File: config.mk
export PLATFORM = sky130hd
export DESIGN_NAME = apa_config
export DESIGN_NICKNAME = d
export VERILOG_FILES = /design/src/rtl/apa_pkg.sv /design/src/rtl/apa_trans_det.sv /design/src/rtl/apa_config.sv
export SDC_FILE = /design/constraint.sdc
export NUM_CORES = 1
export LEC_CHECK = 0
export BUFFER_PORTS_ARGS = -buffer_cell sky130_fd_sc_hd__clkbuf_2
export CAP_MARGIN = 20
export CORE_UTILIZATION = 60
export DETAILED_ROUTE_END_ITERATION = 10
export PLACE_DENSITY = 0.76
export SLEW_MARGIN = 10
export SYNTH_ARGS = -nofsm -noshare
export SYNTH_HDL_FRONTEND = slang
export SYNTH_HIERARCHICAL = 1
export SYNTH_SLANG_ARGS = --single-unit
File: constraint.sdc
create_clock -name clk_i -period 4.3 [get_ports clk_i]
set_input_delay 0.215 -clock clk_i [delete_from_list [all_inputs] [get_ports clk_i]]
set_output_delay 0.215 -clock clk_i [all_outputs]
set_load 0.005 [all_outputs]
File: src/rtl/apa_pkg.sv
// constants, types and decoders for the phase-adjust configuration block
// assumes one 50 MHz clock that also paces the sampled pixel stream
//
// Function
// - lines just before the frame sync leading edge are masked, code 0..7 -> 0,1,2,4,6,8,10,12 lines.
// - lines just after the frame sync leading edge are masked, code 0..7 -> 5,18,19,20,22,25,41,44 lines.
// - each pixel mask value N masks 2*N pixels, one after and one before the line sync edge.
// - options bits 0, 1, 2 drop blue, green, red from the measurement when set.
// - options bit 3 keeps the lowest-scoring phase when zero and the highest-scoring phase when one.
// - each search step lasts 28 frame syncs when bit 4 is zero and 64 when it is one.
// - options bit 5 zero applies the found phase at once, one defers it to the next frame sync.
// - options bit 6 holds the engine in reset while set; software pulses it high then low.
// - the 10-bit transition threshold is the 8-bit register value times four.
// - only pixel-to-pixel steps at or above the threshold count toward the quality score.
// - four read-only result locations exist and writes to them do nothing.
// - a write to the command register launches the command in its three low bits.
// - status bit 7 reads one while an adjustment runs and zero when idle.
package apa_pkg;
	localparam int ADR_W = 10;
	localparam int DAT_W = 32;
	localparam int PIX_W = 10;
	localparam int PH_W = 6;
	localparam int CNT_W = 12;
	localparam int SCORE_W = 32;
	// register indices, byte address is index times four
	localparam logic [7:0] IDX_CMD = 8'h50;
	localparam logic [7:0] IDX_STATUS = 8'h51;
	localparam logic [7:0] IDX_VMASK = 8'h52;
	localparam logic [7:0] IDX_HMASK_AFT = 8'h53;
	localparam logic [7:0] IDX_HMASK_BEF = 8'h54;
	localparam logic [7:0] IDX_OPT = 8'h55;
	localparam logic [7:0] IDX_THR = 8'h56;
	localparam logic [7:0] IDX_RES3 = 8'h57;
	localparam logic [7:0] IDX_RES2 = 8'h58;
	localparam logic [7:0] IDX_RES1 = 8'h59;
	localparam logic [7:0] IDX_RES0 = 8'h5A;
	// reset values
	localparam logic [7:0] RST_VMASK = 8'h01;
	localparam logic [7:0] RST_HMASK = 8'h01;
	localparam logic [7:0] RST_OPT = 8'h20;
	localparam logic [7:0] RST_THR = 8'h0A;
	// field positions
	localparam int VM_BEF_LSB = 0;
	localparam int VM_AFT_LSB = 4;
	localparam int OPT_BLUE = 0;
	localparam int OPT_GREEN = 1;
	localparam int OPT_RED = 2;
	localparam int OPT_GOAL = 3;
	localparam int OPT_SPEED = 4;
	localparam int OPT_DEFER = 5;
	localparam int OPT_SRST = 6;
	localparam int STAT_BUSY = 7;
	// commands
	localparam logic [2:0] CMD_PHASE_SEARCH = 3'h3;
	localparam logic [2:0] CMD_ACTIVE_WINDOW = 3'h4;
	// timing counts in frame sync intervals, and the last phase tried
	localparam logic [6:0] STEP_FAST = 7'h1C;
	localparam logic [6:0] STEP_SLOW = 7'h40;
	localparam logic [PH_W-1:0] PH_LAST = 6'h3F;

	typedef struct packed {
		logic cyc;
		logic stb;
		logic we;
		logic [ADR_W-1:0] adr;
		logic [3:0] sel;
		logic [DAT_W-1:0] dat;
	} apa_wb_req_t;

	typedef struct packed {
		logic ack;
		logic [DAT_W-1:0] dat;
	} apa_wb_rsp_t;

	typedef struct packed {
		logic [PIX_W-1:0] red;
		logic [PIX_W-1:0] green;
		logic [PIX_W-1:0] blue;
	} apa_pix_t;

	function automatic logic [CNT_W-1:0] lines_before(input logic [2:0] c);
		case (c)
			3'h0: lines_before = 12'h000;
			3'h1: lines_before = 12'h001;
			3'h2: lines_before = 12'h002;
			3'h3: lines_before = 12'h004;
			3'h4: lines_before = 12'h006;
			3'h5: lines_before = 12'h008;
			3'h6: lines_before = 12'h00A;
			default: lines_before = 12'h00C;
		endcase
	endfunction : lines_before

	function automatic logic [CNT_W-1:0] lines_after(input logic [2:0] c);
		case (c)
			3'h0: lines_after = 12'h005;
			3'h1: lines_after = 12'h012;
			3'h2: lines_after = 12'h013;
			3'h3: lines_after = 12'h014;
			3'h4: lines_after = 12'h016;
			3'h5: lines_after = 12'h019;
			3'h6: lines_after = 12'h029;
			default: lines_after = 12'h02C;
		endcase
	endfunction : lines_after
endpackage : apa_pkg

File: src/rtl/apa_trans_det.sv
// per-pixel transition detector over the three colour channels
// assumes pixels arrive already synchronised, one per clock
`timescale 1ns/100ps
`default_nettype none
module apa_trans_det (
	input wire logic clk_i,
	input wire logic rst_i,
	input wire apa_pkg::apa_pix_t pix_i,
	input wire logic [2:0] chan_off_i,
	input wire logic [7:0] thr_i,
	input wire logic gate_i,
	output logic [1:0] count_o
);
	import apa_pkg::*;

	typedef struct packed {
		apa_pix_t prev;
		logic [1:0] count;
	} apa_td_state_t;

	apa_td_state_t s_r;
	apa_td_state_t s_nxt;
	logic [PIX_W-1:0] thr10;
	logic [PIX_W-1:0] cur [3];
	logic [PIX_W-1:0] old [3];
	logic [2:0] hit;

	assign thr10 = {thr_i, 2'b00};
	assign cur[0] = pix_i.blue;
	assign cur[1] = pix_i.green;
	assign cur[2] = pix_i.red;
	assign old[0] = s_r.prev.blue;
	assign old[1] = s_r.prev.green;
	assign old[2] = s_r.prev.red;

	// ----------------------------------------
	// per channel step compare
	// ----------------------------------------
	genvar g;
	generate
		for (g = 0; g < 3; g++) begin : g_chan
			logic [PIX_W-1:0] diff;
			assign diff = (cur[g] >= old[g]) ? cur[g] - old[g] : old[g] - cur[g];
			assign hit[g] = ~chan_off_i[g] & (diff >= thr10);
		end
	endgenerate

	always_comb begin
		s_nxt = s_r;
		s_nxt.prev = pix_i;
		s_nxt.count = gate_i ? (2'(hit[0]) + 2'(hit[1]) + 2'(hit[2]))
			: 2'h0;
		if (rst_i) begin
			s_nxt = '0;
		end
	end

	always_ff @(posedge clk_i) begin
		s_r <= s_nxt;
	end

	assign count_o = s_r.count;
endmodule : apa_trans_det
`default_nettype wire

File: src/rtl/apa_config.sv
// phase-adjust configuration registers and sampling-phase search engine
// assumes a classic wishbone master and sync/pixel pins sampled on clk_i
`timescale 1ns/100ps
`default_nettype none
module apa_config (
	input wire logic clk_i,
	input wire logic rst_i,
	input wire apa_pkg::apa_wb_req_t wb_req_i,
	output apa_pkg::apa_wb_rsp_t wb_rsp_o,
	input wire logic frame_sync_i,
	input wire logic line_sync_output_i,
	input wire apa_pkg::apa_pix_t pix_i,
	output logic [apa_pkg::PH_W-1:0] phase_o,
	output logic active_window_command_o,
	output logic phase_engine_active_o
);
	import apa_pkg::*;

	typedef enum logic [1:0] {
		ST_IDLE = 2'b00,
		ST_MEASURE = 2'b01,
		ST_APPLY = 2'b10
	} apa_state_t;

	typedef struct packed {
		logic [7:0] vmask;
		logic [7:0] hmask_aft;
		logic [7:0] hmask_bef;
		logic [7:0] opt;
		logic [7:0] thr;
		logic ack;
		logic [7:0] rdat;
		logic [1:0] vs_s;
		logic vs_d;
		logic [1:0] hs_s;
		logic hs_d;
		apa_pix_t pix_s0;
		apa_pix_t pix_s1;
		logic [CNT_W-1:0] line_cnt;
		logic [CNT_W-1:0] frame_lines;
		logic [CNT_W-1:0] pix_cnt;
		logic [CNT_W-1:0] line_len;
		apa_state_t state;
		logic busy;
		logic win_pulse;
		logic [PH_W-1:0] phase_cur;
		logic [PH_W-1:0] phase_try;
		logic [PH_W-1:0] best_phase;
		logic first;
		logic [SCORE_W-1:0] score;
		logic [SCORE_W-1:0] best_score;
		logic [6:0] vs_cnt;
	} apa_cfg_state_t;

	apa_cfg_state_t s_r;
	apa_cfg_state_t s_nxt;
	logic [1:0] trans_cnt;
	logic collect;

	// ----------------------------------------
	// register read decode
	// ----------------------------------------
	function automatic logic [7:0] rd_mux(input apa_cfg_state_t s,
		input logic [7:0] idx);
		case (idx)
			IDX_STATUS: rd_mux = {s.busy, 7'h00};
			IDX_VMASK: rd_mux = s.vmask;
			IDX_HMASK_AFT: rd_mux = s.hmask_aft;
			IDX_HMASK_BEF: rd_mux = s.hmask_bef;
			IDX_OPT: rd_mux = s.opt;
			IDX_THR: rd_mux = s.thr;
			IDX_RES3: rd_mux = s.best_score[31:24];
			IDX_RES2: rd_mux = s.best_score[23:16];
			IDX_RES1: rd_mux = s.best_score[15:8];
			IDX_RES0: rd_mux = s.best_score[7:0];
			default: rd_mux = 8'h00;
		endcase
	endfunction : rd_mux

	// ----------------------------------------
	// mask window
	// ----------------------------------------
	logic [CNT_W-1:0] vbef;
	logic [CNT_W-1:0] vaft;
	logic [CNT_W-1:0] haft;
	logic [CNT_W-1:0] hbef;
	logic v_masked;
	logic h_masked;

	assign vbef = lines_before(s_r.vmask[VM_BEF_LSB +: 3]);
	assign vaft = lines_after(s_r.vmask[VM_AFT_LSB +: 3]);
	assign haft = {3'h0, s_r.hmask_aft, 1'b0};
	assign hbef = {3'h0, s_r.hmask_bef, 1'b0};
	assign v_masked = (s_r.line_cnt < vaft)
		|| (13'(s_r.line_cnt) + 13'(vbef) >= 13'(s_r.frame_lines));
	assign h_masked = (s_r.pix_cnt < haft)
		|| (13'(s_r.pix_cnt) + 13'(hbef) >= 13'(s_r.line_len));
	assign collect = (s_r.state == ST_MEASURE) && !v_masked && !h_masked;

	apa_trans_det u_trans (
		.clk_i(clk_i),
		.rst_i(rst_i | s_r.opt[OPT_SRST]),
		.pix_i(s_r.pix_s1),
		.chan_off_i(s_r.opt[OPT_RED:OPT_BLUE]),
		.thr_i(s_r.thr),
		.gate_i(collect),
		.count_o(trans_cnt)
	);

	// ----------------------------------------
	// next state
	// ----------------------------------------
	logic [7:0] idx;
	logic commit;
	logic vs_edge;
	logic hs_edge;
	logic cmd_wr;
	logic [6:0] step_len;
	logic better;

	assign idx = wb_req_i.adr[ADR_W-1:2];
	assign commit = wb_req_i.cyc & wb_req_i.stb & wb_req_i.we & s_r.ack
		& wb_req_i.sel[0];
	assign vs_edge = s_r.vs_s[1] & ~s_r.vs_d;
	assign hs_edge = s_r.hs_s[1] & ~s_r.hs_d;
	assign cmd_wr = commit && (idx == IDX_CMD);
	assign step_len = s_r.opt[OPT_SPEED] ? STEP_SLOW : STEP_FAST;
	assign better = s_r.opt[OPT_GOAL] ? (s_r.score > s_r.best_score)
		: (s_r.score < s_r.best_score);

	always_comb begin
		s_nxt = s_r;
		// bus slave: answer one cycle after the request
		s_nxt.ack = wb_req_i.cyc & wb_req_i.stb & ~s_r.ack;
		if (wb_req_i.cyc & wb_req_i.stb & ~s_r.ack) begin
			s_nxt.rdat = rd_mux(s_r, idx);
		end
		if (commit) begin
			case (idx)
				IDX_VMASK: s_nxt.vmask = wb_req_i.dat[7:0];
				IDX_HMASK_AFT: s_nxt.hmask_aft = wb_req_i.dat[7:0];
				IDX_HMASK_BEF: s_nxt.hmask_bef = wb_req_i.dat[7:0];
				IDX_OPT: s_nxt.opt = wb_req_i.dat[7:0];
				IDX_THR: s_nxt.thr = wb_req_i.dat[7:0];
				default: s_nxt.thr = s_r.thr;
			endcase
		end
		// pin synchronisers
		s_nxt.vs_s = {s_r.vs_s[0], frame_sync_i};
		s_nxt.vs_d = s_r.vs_s[1];
		s_nxt.hs_s = {s_r.hs_s[0], line_sync_output_i};
		s_nxt.hs_d = s_r.hs_s[1];
		s_nxt.pix_s0 = pix_i;
		s_nxt.pix_s1 = s_r.pix_s0;
		// line and pixel position
		s_nxt.pix_cnt = s_r.pix_cnt + 12'h001;
		if (hs_edge) begin
			s_nxt.pix_cnt = 12'h000;
			s_nxt.line_len = s_r.pix_cnt;
			s_nxt.line_cnt = s_r.line_cnt + 12'h001;
		end
		if (vs_edge) begin
			s_nxt.line_cnt = 12'h000;
			s_nxt.frame_lines = s_r.line_cnt;
		end
		// search engine
		s_nxt.win_pulse = cmd_wr
			&& (wb_req_i.dat[2:0] == CMD_ACTIVE_WINDOW);
		case (s_r.state)
			ST_IDLE: begin
				if (cmd_wr && (wb_req_i.dat[2:0] == CMD_PHASE_SEARCH)) begin
					s_nxt.state = ST_MEASURE;
					s_nxt.busy = 1'b1;
					s_nxt.phase_try = '0;
					s_nxt.phase_cur = '0;
					s_nxt.score = '0;
					s_nxt.vs_cnt = 7'h00;
					s_nxt.first = 1'b1;
				end
			end
			ST_MEASURE: begin
				s_nxt.score = s_r.score + 32'(trans_cnt);
				if (vs_edge) begin
					s_nxt.vs_cnt = s_r.vs_cnt + 7'h01;
					if (s_r.vs_cnt + 7'h01 >= step_len) begin
						if (s_r.first || better) begin
							s_nxt.best_score = s_r.score;
							s_nxt.best_phase = s_r.phase_try;
						end
						s_nxt.first = 1'b0;
						s_nxt.score = '0;
						s_nxt.vs_cnt = 7'h00;
						if (s_r.phase_try == PH_LAST) begin
							s_nxt.state = ST_APPLY;
						end else begin
							s_nxt.phase_try = s_r.phase_try + 6'h01;
							s_nxt.phase_cur = s_r.phase_try + 6'h01;
						end
					end
				end
			end
			ST_APPLY: begin
				if (!s_r.opt[OPT_DEFER] || vs_edge) begin
					s_nxt.phase_cur = s_r.best_phase;
					s_nxt.busy = 1'b0;
					s_nxt.state = ST_IDLE;
				end
			end
			default: begin
				s_nxt.state = ST_IDLE;
				s_nxt.busy = 1'b0;
			end
		endcase
		// soft reset holds the engine only
		if (s_r.opt[OPT_SRST]) begin
			s_nxt.state = ST_IDLE;
			s_nxt.busy = 1'b0;
			s_nxt.win_pulse = 1'b0;
			s_nxt.phase_try = '0;
			s_nxt.best_phase = '0;
			s_nxt.first = 1'b0;
			s_nxt.score = '0;
			s_nxt.best_score = '0;
			s_nxt.vs_cnt = 7'h00;
		end
		if (rst_i) begin
			s_nxt = '0;
			s_nxt.state = ST_IDLE;
			s_nxt.vmask = RST_VMASK;
			s_nxt.hmask_aft = RST_HMASK;
			s_nxt.hmask_bef = RST_HMASK;
			s_nxt.opt = RST_OPT;
			s_nxt.thr = RST_THR;
		end
	end

	always_ff @(posedge clk_i) begin
		s_r <= s_nxt;
	end

	// ----------------------------------------
	// outputs
	// ----------------------------------------
	assign wb_rsp_o.ack = s_r.ack;
	assign wb_rsp_o.dat = {24'h000000, s_r.rdat};
	assign phase_o = s_r.phase_cur;
	assign active_window_command_o = s_r.win_pulse;
	assign phase_engine_active_o = s_r.busy;
endmodule : apa_config
`default_nettype wire

==> results of run 1 <==
## area by class of cell
cell class | count | area [µm²]
multi-input cells | 1392 | 10000
fillers | 2240 | 8960
flip-flops and latches | 289 | 5790
repair buffers | 121 | 851
clock buffers | 39 | 846
inverters | 152 | 571
well taps | 378 | 473
clock inverters | 17 | 283
## state kept, by name, indices dropped and copies added (netlist names), 2 cells and up
| name | count |
|---|---|
| s_r | 224 |
| u_trans/old | 30 |
| wb_rsp_o | 9 |
| haft | 8 |
| hbef | 8 |
| phase_o | 6 |
| u_trans/count_o | 2 |
## cells by family after synthesis
group                    count (synthesis)
adder cells (fa/ha/maj)                189
flip-flops                             289
buffers and inverters                  263
XOR/XNOR                                97
AO/OA/AOI/OAI                          333
other                                    1
multiplexers                           114
AND/OR/NAND/NOR                        635
## metal layers
| layer | track usage, % | vias to the layer above | share of wire, % | routed length (µm) |
|---|---|---|---|---|
| met5 | 0 | - | 0 | 0 |
| met3 | 2.67 | 69 | 4.7 | 1770 |
| met1 | 34.5 | 6264 | 45 | 17000 |
| met4 | 9.13 | 0 | 2.9 | 1100 |
| li1 | - | 6635 | - | - |
| met2 | 44.0 | 309 | 47 | 17600 |
## stage by stage
stage | instances | hold WS, ns | total power [mW] | utilization (%) | worst slack [ns]
floorplan | 1944 | 0.333 | 3.58 | - | 0.603
global placement | 2296 | 0.416 | 3.75 | 62.4 | 0.223
detailed placement | 2296 | 0.420 | 3.78 | 62.4 | 0.0933
CTS | 2388 | 0.00423 | 6.71 | 67.7 | 0.0592
global route | 2388 | 0.0132 | 6.96 | 67.7 | 0.0223
finish | 2388 | 0.0214 | 6.67 | 67.7 | 0.218
## path summary, 6_finish.rpt
path	start	to	slack, ns	cells past startpoint
setup / recovery	s_r[152]	u_trans/count_o[0]	0.22	16
hold / removal	wb_req_i[7]	s_r[224]	0.02	3
setup reg to reg	s_r[152]	u_trans/count_o[0]	0.22	16
hold reg to reg	s_r[198]	s_r[168]	0.43	1
## cells in the mapped netlist (4+ instances only)
cell type / count / area [µm²]
a21oi_1: 111 / 556
and3b_1: 4 / 35.0
nor2_2: 14 / 87.6
nand3b_1: 8 / 60.1
and4_1: 5 / 43.8
o31a_1: 4 / 35.0
and3_1: 30 / 188
nor3b_1: 7 / 52.6
o21a_1: 17 / 128
fa_1: 10 / 200
a22o_1: 8 / 70.1
a221oi_1: 4 / 35.0
nor2b_1: 97 / 607
buf_4: 44 / 330
o21ai_0: 57 / 285
nor3_1: 9 / 45.0
nand2b_1: 17 / 106
mux4_2: 7 / 158
a211o_1: 9 / 78.8
nand4_1: 23 / 144
ha_1: 179 / 2240
o21bai_1: 4 / 30.0
nand2_1: 137 / 514
a31oi_1: 15 / 93.8
and2_1: 7 / 43.8
buf_6: 4 / 45.0
inv_1: 151 / 567
dfxtp_1: 289 / 5790
clkbuf_1: 48 / 180
xor2_1: 54 / 473
buf_2: 10 / 50.1
o21ai_1: 11 / 55.1
mux2i_1: 106 / 1060
nor4_1: 6 / 37.5
or3_1: 5 / 31.3
a21o_1: 31 / 233
xnor2_1: 43 / 377
o32ai_1: 4 / 35.0
nor2_1: 198 / 743
nand3_1: 53 / 265
a22oi_1: 14 / 105
## worst max-delay path, stage by stage, from the launching register on
cell     delay, ns
dfxtp_1       0.34
inv_1         0.08
ha_1          0.24
fa_1          0.40
inv_1         0.09
a211o_1       0.13
a21oi_1       0.08
o21ai_2       0.52
mux2i_1       0.33
xor2_1        0.11
ha_1          0.31
nand2_1       0.08
nor3b_1       0.19
nand3_1       0.10
o32ai_1       0.34
fa_1          0.46
and3b_1       0.19
## power by group through the flow
stage / clock [mW] / sequential [mW] / combinational (mW)
5_1_grt: 3.08 / 2.76 / 1.12
4_1_cts: 2.96 / 2.76 / 0.999
6_report: 2.90 / 2.76 / 1.01
2_1_floorplan: 0 / 2.81 / 0.772
3_3_place_gp: 0 / 2.81 / 0.938
3_5_place_dp: 0 / 2.82 / 0.964
## timing repair
action,4_1_cts,5_1_grt
endpoints found under the setup margin,0,2
resized for setup,0,1
endpoints found under the hold margin,46,0
hold buffers,36,0
==> impl_metrics.ini, run 1 <==
[status]
outcome = complete, no violations

[cells_and_area]
diodes = 0
drive_gt1_share_pct = 9.20
final_cell_mix = 289 x dfxtp_1, 198 x nor2_1, 179 x ha_1
areaGrowthSynthToFinish_pct = 11.3
final_area_mm2 = 0.0188
final_common_cell = dfxtp_1
finalNetCount = 2259

[synthesis]
synth-compound-area-share_pct = 13.0
ys_warn_count = 6
ys_seq_area_share_pct = 34.2
synthMuxAreaShare_pct = 7.27
ys_ff_latch = 289
avgSynthCellArea_um2 = 8.81
synth_top_family_by_area = simple AND/OR/NAND/NOR gates
synth_simple_gate_area_share_pct = 18.9
syn_area_mm2 = 0.0169
synthArstFlopShare_pct = 0
post_synth_inst_count = 1921
synth_xor_area_share_pct = 5.02
synth_edf_count = 0
yosysUniqueCellTypes = 84
synthAdderAreaFrac_pct = 14.4
ys.flop_type = dfxtp_1

[global_routing]
grt_max_degree = 59
track_usage_pct = 26.0
grt_overflow = 0
antenna_found_initial = 1
grt_pass1_vias = 12600
grt_pass1_wl_mm = 61.7

[route]
ant_nets = 0
drtPass1Iterations = 5
routed_via_density = 5.56
wl_per_cell_um = 15.7
num_vias = 13300
drc = 0
drt_wl_total_mm = 37.5
dr.first_iter.drc_count = 963

[sta]
relSlewSlack_pct = 35.7
finalHoldViolations = 0
finClkSkew_ns = 0.0125
period_needed_ns = 4.08
min_period_over_period_pct = 94.9
slew_violations = 0
tightest_slew_ns = 0.963
rsz0062_at_grt = false
setup_violations = 0
setup-tns-final_ns = 0
max_freq_mhz = 245

[power_and_ir_drop]
ir_drop_uv = 290
internal_power_mw = 4.97
p_sw_share_pct = 25.6
seq_power_share_pct = 41.3
switchingPower_mw = 1.71
leakage_nw = 7.98
power.share.clock_pct = 43.5
power_density_mw_per_mm2 = 355
comb_power_share_pct = 15.1

[clock_tree]
cts_buffer_depth = 3
cts_setup_buffers = 0
clk_pin_slew_ns = 0.07
root_buffer = clkbuf_16
cts-htree-levels = 1
cts_buffers = 31
cts.sinks = 289
tritoncts = yes
clock_latency_ns = 0.55

[worst_hold_path]
hold_path_class = input pin to flip-flop

[placement]
io_buffer_count = 70
gp_congestion = 0.885
placed_area_mm2 = 0.0173
dp_hpwl_mm = 27.5

[floorplan]
io_pins = 124
die_area_mm2 = 0.0289
design.core.area_mm2 = 0.0278
fp.dieH_um = 170
die_width_um = 170
num_rows = 61
start_util_pct = 60.9

[setup_path]
cp-start-kind = flip-flop
end_kind = flip-flop
critPathKind = flip-flop to flip-flop
required_ns = 4.75
arrival_ns = 4.53
crit_fanout = 9

[job]
max-cap-violations = 0
(Power assumes the default switching activity.)
==> run 2, diff against run 1 <==
SYNTH_HIERARCHICAL = unset   (was 1)
==> impl_metrics.ini, run 2 <==
[status]
outcome = complete, no violations

[sta]
relSlewSlack_pct = 34.0
finClkSkew_ns = 0.0147
setup-tns-final_ns = 0
slew_violations = 0
setup_violations = 0
tightest_slew_ns = 0.983
min_period_over_period_pct = 99.3
finalHoldViolations = 0
rsz0062_at_grt = true
setup_ws_ns = 0.0311
holdWs_ns = 0.0343
period_needed_ns = 4.27
max_freq_mhz = 234

[setup_path]
cpMostUsedCell = o21a_1
end_kind = flip-flop
arrival_ns = 4.77
critPathSlowestCell = fa_1
critical_path_buf_inv_count = 2
crit_fanout = 5
critPathKind = flip-flop to flip-flop
slowest_delay_ns = 0.55
required_ns = 4.80
critPathTopFamily = adder cells
cp-start-kind = flip-flop
cp_cell_sequence = inv_2 > ha_4 > fa_2 > nand3b_1 > a31oi_4 > o21a_1 > nor2_2 > buf_6 > mux2i_2 > xnor2_1 > ha_1 > nor2b_1 > o21a_1 > o21a_1 > o21a_1 > o21ai_1 > nand2b_1 > a21oi_1 > o211ai_1 > fa_1 > and3_1

[clock_tree]
cts_buffers = 31
cts-htree-levels = 1
clock_latency_ns = 0.57
cts_buffer_depth = 3
root_buffer = clkbuf_16
cts.sinks = 289
tritoncts = yes
clk_pin_slew_ns = 0.06

[floorplan]
start_util_pct = 61.1
die_area_mm2 = 0.0290
die_width_um = 170
io_pins = 124
design.core.area_mm2 = 0.0278
num_rows = 61
fp.dieH_um = 170

[placement]
placed_area_mm2 = 0.0177
dp_hpwl_mm = 29.7
io_buffer_count = 70
gp_congestion = 0.911
place_ws_ns = -0.0973
dp.cells = 2403

[global_routing]
track_usage_pct = 28.3
antenna_found_initial = 0
grt_max_degree = 73
grt_overflow = 0
grt_pass1_vias = 13200
grt_pass1_wl_mm = 66.6

[synthesis]
ys_seq_area_share_pct = 34.1
post_synth_inst_count = 1997
yosysTopAreaCellShare_pct = 34.1
synth_top_cell_by_area = dfxtp_1
ys.flop_type = dfxtp_1
yosysMostFrequentCell = dfxtp_1
synth.area.top_cells = dfxtp_1 34%, ha_1 13%, nor2_1 4.2%
synth_edf_count = 0
syn_area_mm2 = 0.0170
ys_ff_latch = 289
synthArstFlopShare_pct = 0
yosysUniqueCellTypes = 86
avgSynthCellArea_um2 = 8.50
ys_warn_count = 0
ys_top_cells_by_count = 289 x dfxtp_1, 189 x nor2_1, 179 x ha_1

[route]
routed_via_density = 5.70
drt_wl_total_mm = 41.5
drc = 0
drtPass1Iterations = 8
dr.first_iter.drc_count = 1229
wl_per_cell_um = 16.6
ant_nets = 0
num_vias = 14300

[cells_and_area]
final_area_mm2 = 0.0194
final_common_cell = dfxtp_1
areaGrowthSynthToFinish_pct = 14.1
finalNetCount = 2376
final_cell_mix = 287 x dfxtp_1, 188 x nor2_1, 174 x ha_1
largest_reg_flops = 224
fin_util_pct = 69.8
nFillCells = 2297
regMostFlops = s_r
stdcell_count = 2506
drive_gt1_share_pct = 12.0
diodes = 0

[power_and_ir_drop]
finalPower_mw = 6.39
power_density_mw_per_mm2 = 330
leakage_nw = 7.77
ir_drop_uv = 298

[worst_hold_path]
hold_path_class = input pin to flip-flop

[job]
max-cap-violations = 0
-- run 2: cell count changes after synthesis, sizes merged, moves of 22 or more --
cell and change:
nand3 +22, mux2i -49, xnor2 +23, nand2 +30
xor2 -25, nor2 -24
-- run 2: power breakdown --
part | internal, mW | switching, mW | total, mW | leakage, nW
Combinational | 0.458 | 0.513 | 0.971 | 4.91
Sequential | 2.72 | 0.0213 | 2.74 | 2.35
Clock | 1.58 | 1.10 | 2.68 | 0.514
Total | 4.75 | 1.64 | 6.39 | 7.77
-- run 2: kinds of logic (layout without fill, tap and decap cells) --
kind of cell | Yosys count | count (layout) | synth area share [%]
AND/OR/NAND/NOR | 700 | 700 | 20.9
buffers and inverters | 278 | 386 | 7.30
XOR/XNOR | 95 | 95 | 4.90
other | 1 | 24 | 0.0221
flip-flops | 289 | 289 | 34.1
adder cells (fa/ha/maj) | 189 | 189 | 14.4
multiplexers | 58 | 58 | 3.45
AO/OA/AOI/OAI | 387 | 387 | 15.0
-- run 2: metal layers --
metal	part of all wire, %	routed length (µm)	GRT usage [%]	up-vias
li1	-	-	-	7032
met1	46	19200	38.7	6764
met2	46	19100	46.7	395
met3	5.3	2190	3.49	83
met4	2.7	1120	8.42	0
met5	0	0	0	-
-- run 2: final timing paths --
| kind | cells past startpoint | slack [ns] | startpoint | to |
|---|---|---|---|---|
| min | 2 | 0.03 | wb_req_i[0] | s_r[249] |
| min reg2reg | 1 | 0.43 | s_r[200] | s_r[170] |
| max reg2reg | 21 | 0.03 | s_r[162] | u_trans.count_o[0] |
| max | 21 | 0.03 | s_r[162] | u_trans.count_o[0] |
-- run 2: worst register-to-register path, cell delays in order, from the launching register on --
cell and delay [ns]:
dfxtp_2 0.33, inv_2 0.05, ha_4 0.16, fa_2 0.39, nand3b_1 0.23, a31oi_4 0.24, o21a_1 0.20, nor2_2 0.06
buf_6 0.14, mux2i_2 0.15, xnor2_1 0.20, ha_1 0.26, nor2b_1 0.13, o21a_1 0.16, o21a_1 0.16, o21a_1 0.16
o21ai_1 0.11, nand2b_1 0.07, a21oi_1 0.13, o211ai_1 0.19, fa_1 0.55, and3_1 0.13
-- run 2: repair_timing --
item / in CTS / in global routing
endpoints found under the hold margin: 43 / 0
hold buffers: 37 / 0
setup endpoints to repair: 2 / 2
pin swaps: 11 / 24
buffers inserted: 3 / 6
gates resized for setup: 11 / 38
-- run 2: final cells by class --
type,count,area [µm²],area share [%]
inverters,158,593,3.06
well taps,378,473,2.44
flip-flops and latches,289,5790,29.9
clock buffers,42,897,4.63
multi-input cells,1453,10200,52.9
repair buffers,171,1240,6.39
clock inverters,15,143,0.736
==> run 3, diff against run 2 <==
PLACE_DENSITY = 0.79   (was 0.76)
==> impl_metrics.ini, run 3 (synthesis gave the netlist of run 2 again) <==
[global_routing]
grt_pass1_wl_mm = 65.6
antenna_found_initial = 0
grt_overflow = 0
grt_max_degree = 83
track_usage_pct = 27.9
grt_pass1_vias = 13300

[setup_path]
critical_path_buf_inv_count = 3
critPathTopFamily = compound AO/OA/AOI/OAI gates
end_kind = flip-flop
arrival_ns = 4.64
cp_cell_sequence = inv_1 > ha_1 > inv_1 > o21bai_1 > a21o_1 > a31oi_4 > buf_6 > o211ai_1 > a22o_1 > a211o_1 > mux2i_2 > ha_1 > nand4_1 > or4_4 > a31oi_4 > fa_1 > and3_1
crit_fanout = 4
slowest_delay_ns = 0.54
required_ns = 4.75
critPathSlowestCell = or4_4
critPathKind = flip-flop to flip-flop
cp-start-kind = flip-flop

[power_and_ir_drop]
switchingPower_mw = 1.64
finalPower_mw = 6.39
p_sw_share_pct = 25.6
comb_power_share_pct = 15.5
power.share.clock_pct = 41.6
leakage_nw = 7.77
ir_drop_uv = 332
power_density_mw_per_mm2 = 329
internal_power_mw = 4.76
seq_power_share_pct = 42.9

[route]
ant_nets = 0
routed_via_density = 5.72
wl_per_cell_um = 16.5
drt_wl_total_mm = 41.3
num_vias = 14300
dr.first_iter.drc_count = 1339
drtPass1Iterations = 7
drc = 0

[clock_tree]
tritoncts = yes
clock_latency_ns = 0.57
clk_pin_slew_ns = 0.06
root_buffer = clkbuf_16
cts_buffer_depth = 3
cts-htree-levels = 1
cts.sinks = 289
cts_buffers = 31

[status]
outcome = complete, no violations

[sta]
relSlewSlack_pct = 28.4
tightest_slew_ns = 1.07
setup_violations = 0
finClkSkew_ns = 0.0130
period_needed_ns = 4.19
slew_violations = 0
finalHoldViolations = 0
min_period_over_period_pct = 97.3
max_freq_mhz = 239

[worst_hold_path]
hold_path_class = input pin to flip-flop

[placement]
dp.cells = 2398
dp_hpwl_mm = 29.4
io_buffer_count = 70
gp_congestion = 0.908

[cells_and_area]
largest_reg_flops = 224
nFillCells = 2170
regMostFlops = s_r
drive_gt1_share_pct = 12.1
stdcell_count = 2504
finalNetCount = 2373
final_common_cell = dfxtp_1
final_cell_mix = 286 x dfxtp_1, 188 x nor2_1, 174 x ha_1
fin_util_pct = 69.9
areaGrowthSynthToFinish_pct = 14.4

[floorplan]
num_rows = 61
start_util_pct = 61.1
die_area_mm2 = 0.0290
fp.dieH_um = 170
die_width_um = 170
io_pins = 124
design.core.area_mm2 = 0.0278

[job]
max-cap-violations = 0
[run 3: cell count changes in the layout (fill, tap and decap cells not counted), sizes merged]
| cell | previous run | this run |
|---|---|---|
| buf | 65 | 62 |
| clkbuf | 111 | 112 |
| clkinv | 8 | 6 |
| clkinvlp | 3 | 4 |
| diode | 0 | 1 |
[run 3: power by group through the flow]
stage / logic [mW] / registers (mW) / clock network, mW
floorplan: 0.607 / 2.79 / 0
global placement: 0.805 / 2.80 / 0
detailed placement: 0.828 / 2.80 / 0
CTS: 0.877 / 2.74 / 2.69
global route: 1.09 / 2.74 / 2.80
finish: 0.992 / 2.74 / 2.66
[run 3: stage by stage]
stage	setup WS (ns)	cell area, µm²	TNS, ns	hold slack (ns)
global placement	-0.00446	17600	-0.00446	0.417
CTS	0.00269	19100	0	0.00881
detailed placement	-0.0748	17600	-0.0748	0.423
finish	0.114	19400	0	0.0184
floorplan	0.111	17100	0	0.333
global route	-0.0343	19400	-0.0365	0.0301
[run 3: final cells by class]
class	instances	area, µm²	share of cell area (%)
multi-input cells	1453	10300	53.0
flip-flops and latches	289	5790	29.8
repair buffers	168	1230	6.35
clock buffers	43	891	4.59
inverters	158	593	3.05
well taps	378	473	2.44
clock inverters	14	138	0.709
diodes	1	2.50	0.0129
[run 3: path summary, 6_finish.rpt]
kind	from	end	slack, ns	depth (start not counted)
max reg2reg	s_r[150]	u_trans.count_o[0]	0.11	17
min	wb_req_i[0]	s_r[249]	0.02	2
max	s_r[150]	u_trans.count_o[0]	0.11	17
min reg2reg	s_r[203]	s_r[204]	0.43	1
[run 3: routing by layer]
metal	global-route usage [%]	up-vias	part of all wire (%)
met2	47.0	431	47
met1	37.2	6779	45
met4	8.54	0	2.7
met3	3.23	89	5.6
li1	-	7027	-
met5	0	-	0
[run 3: repair_timing]
action,CTS,global route
cloned,0,0
setup buffers,1,9
resized for setup,9,53
endpoints found under the setup margin,2,2
endpoints found under the hold margin,52,0
hold buffers,37,0
pin swaps,12,29
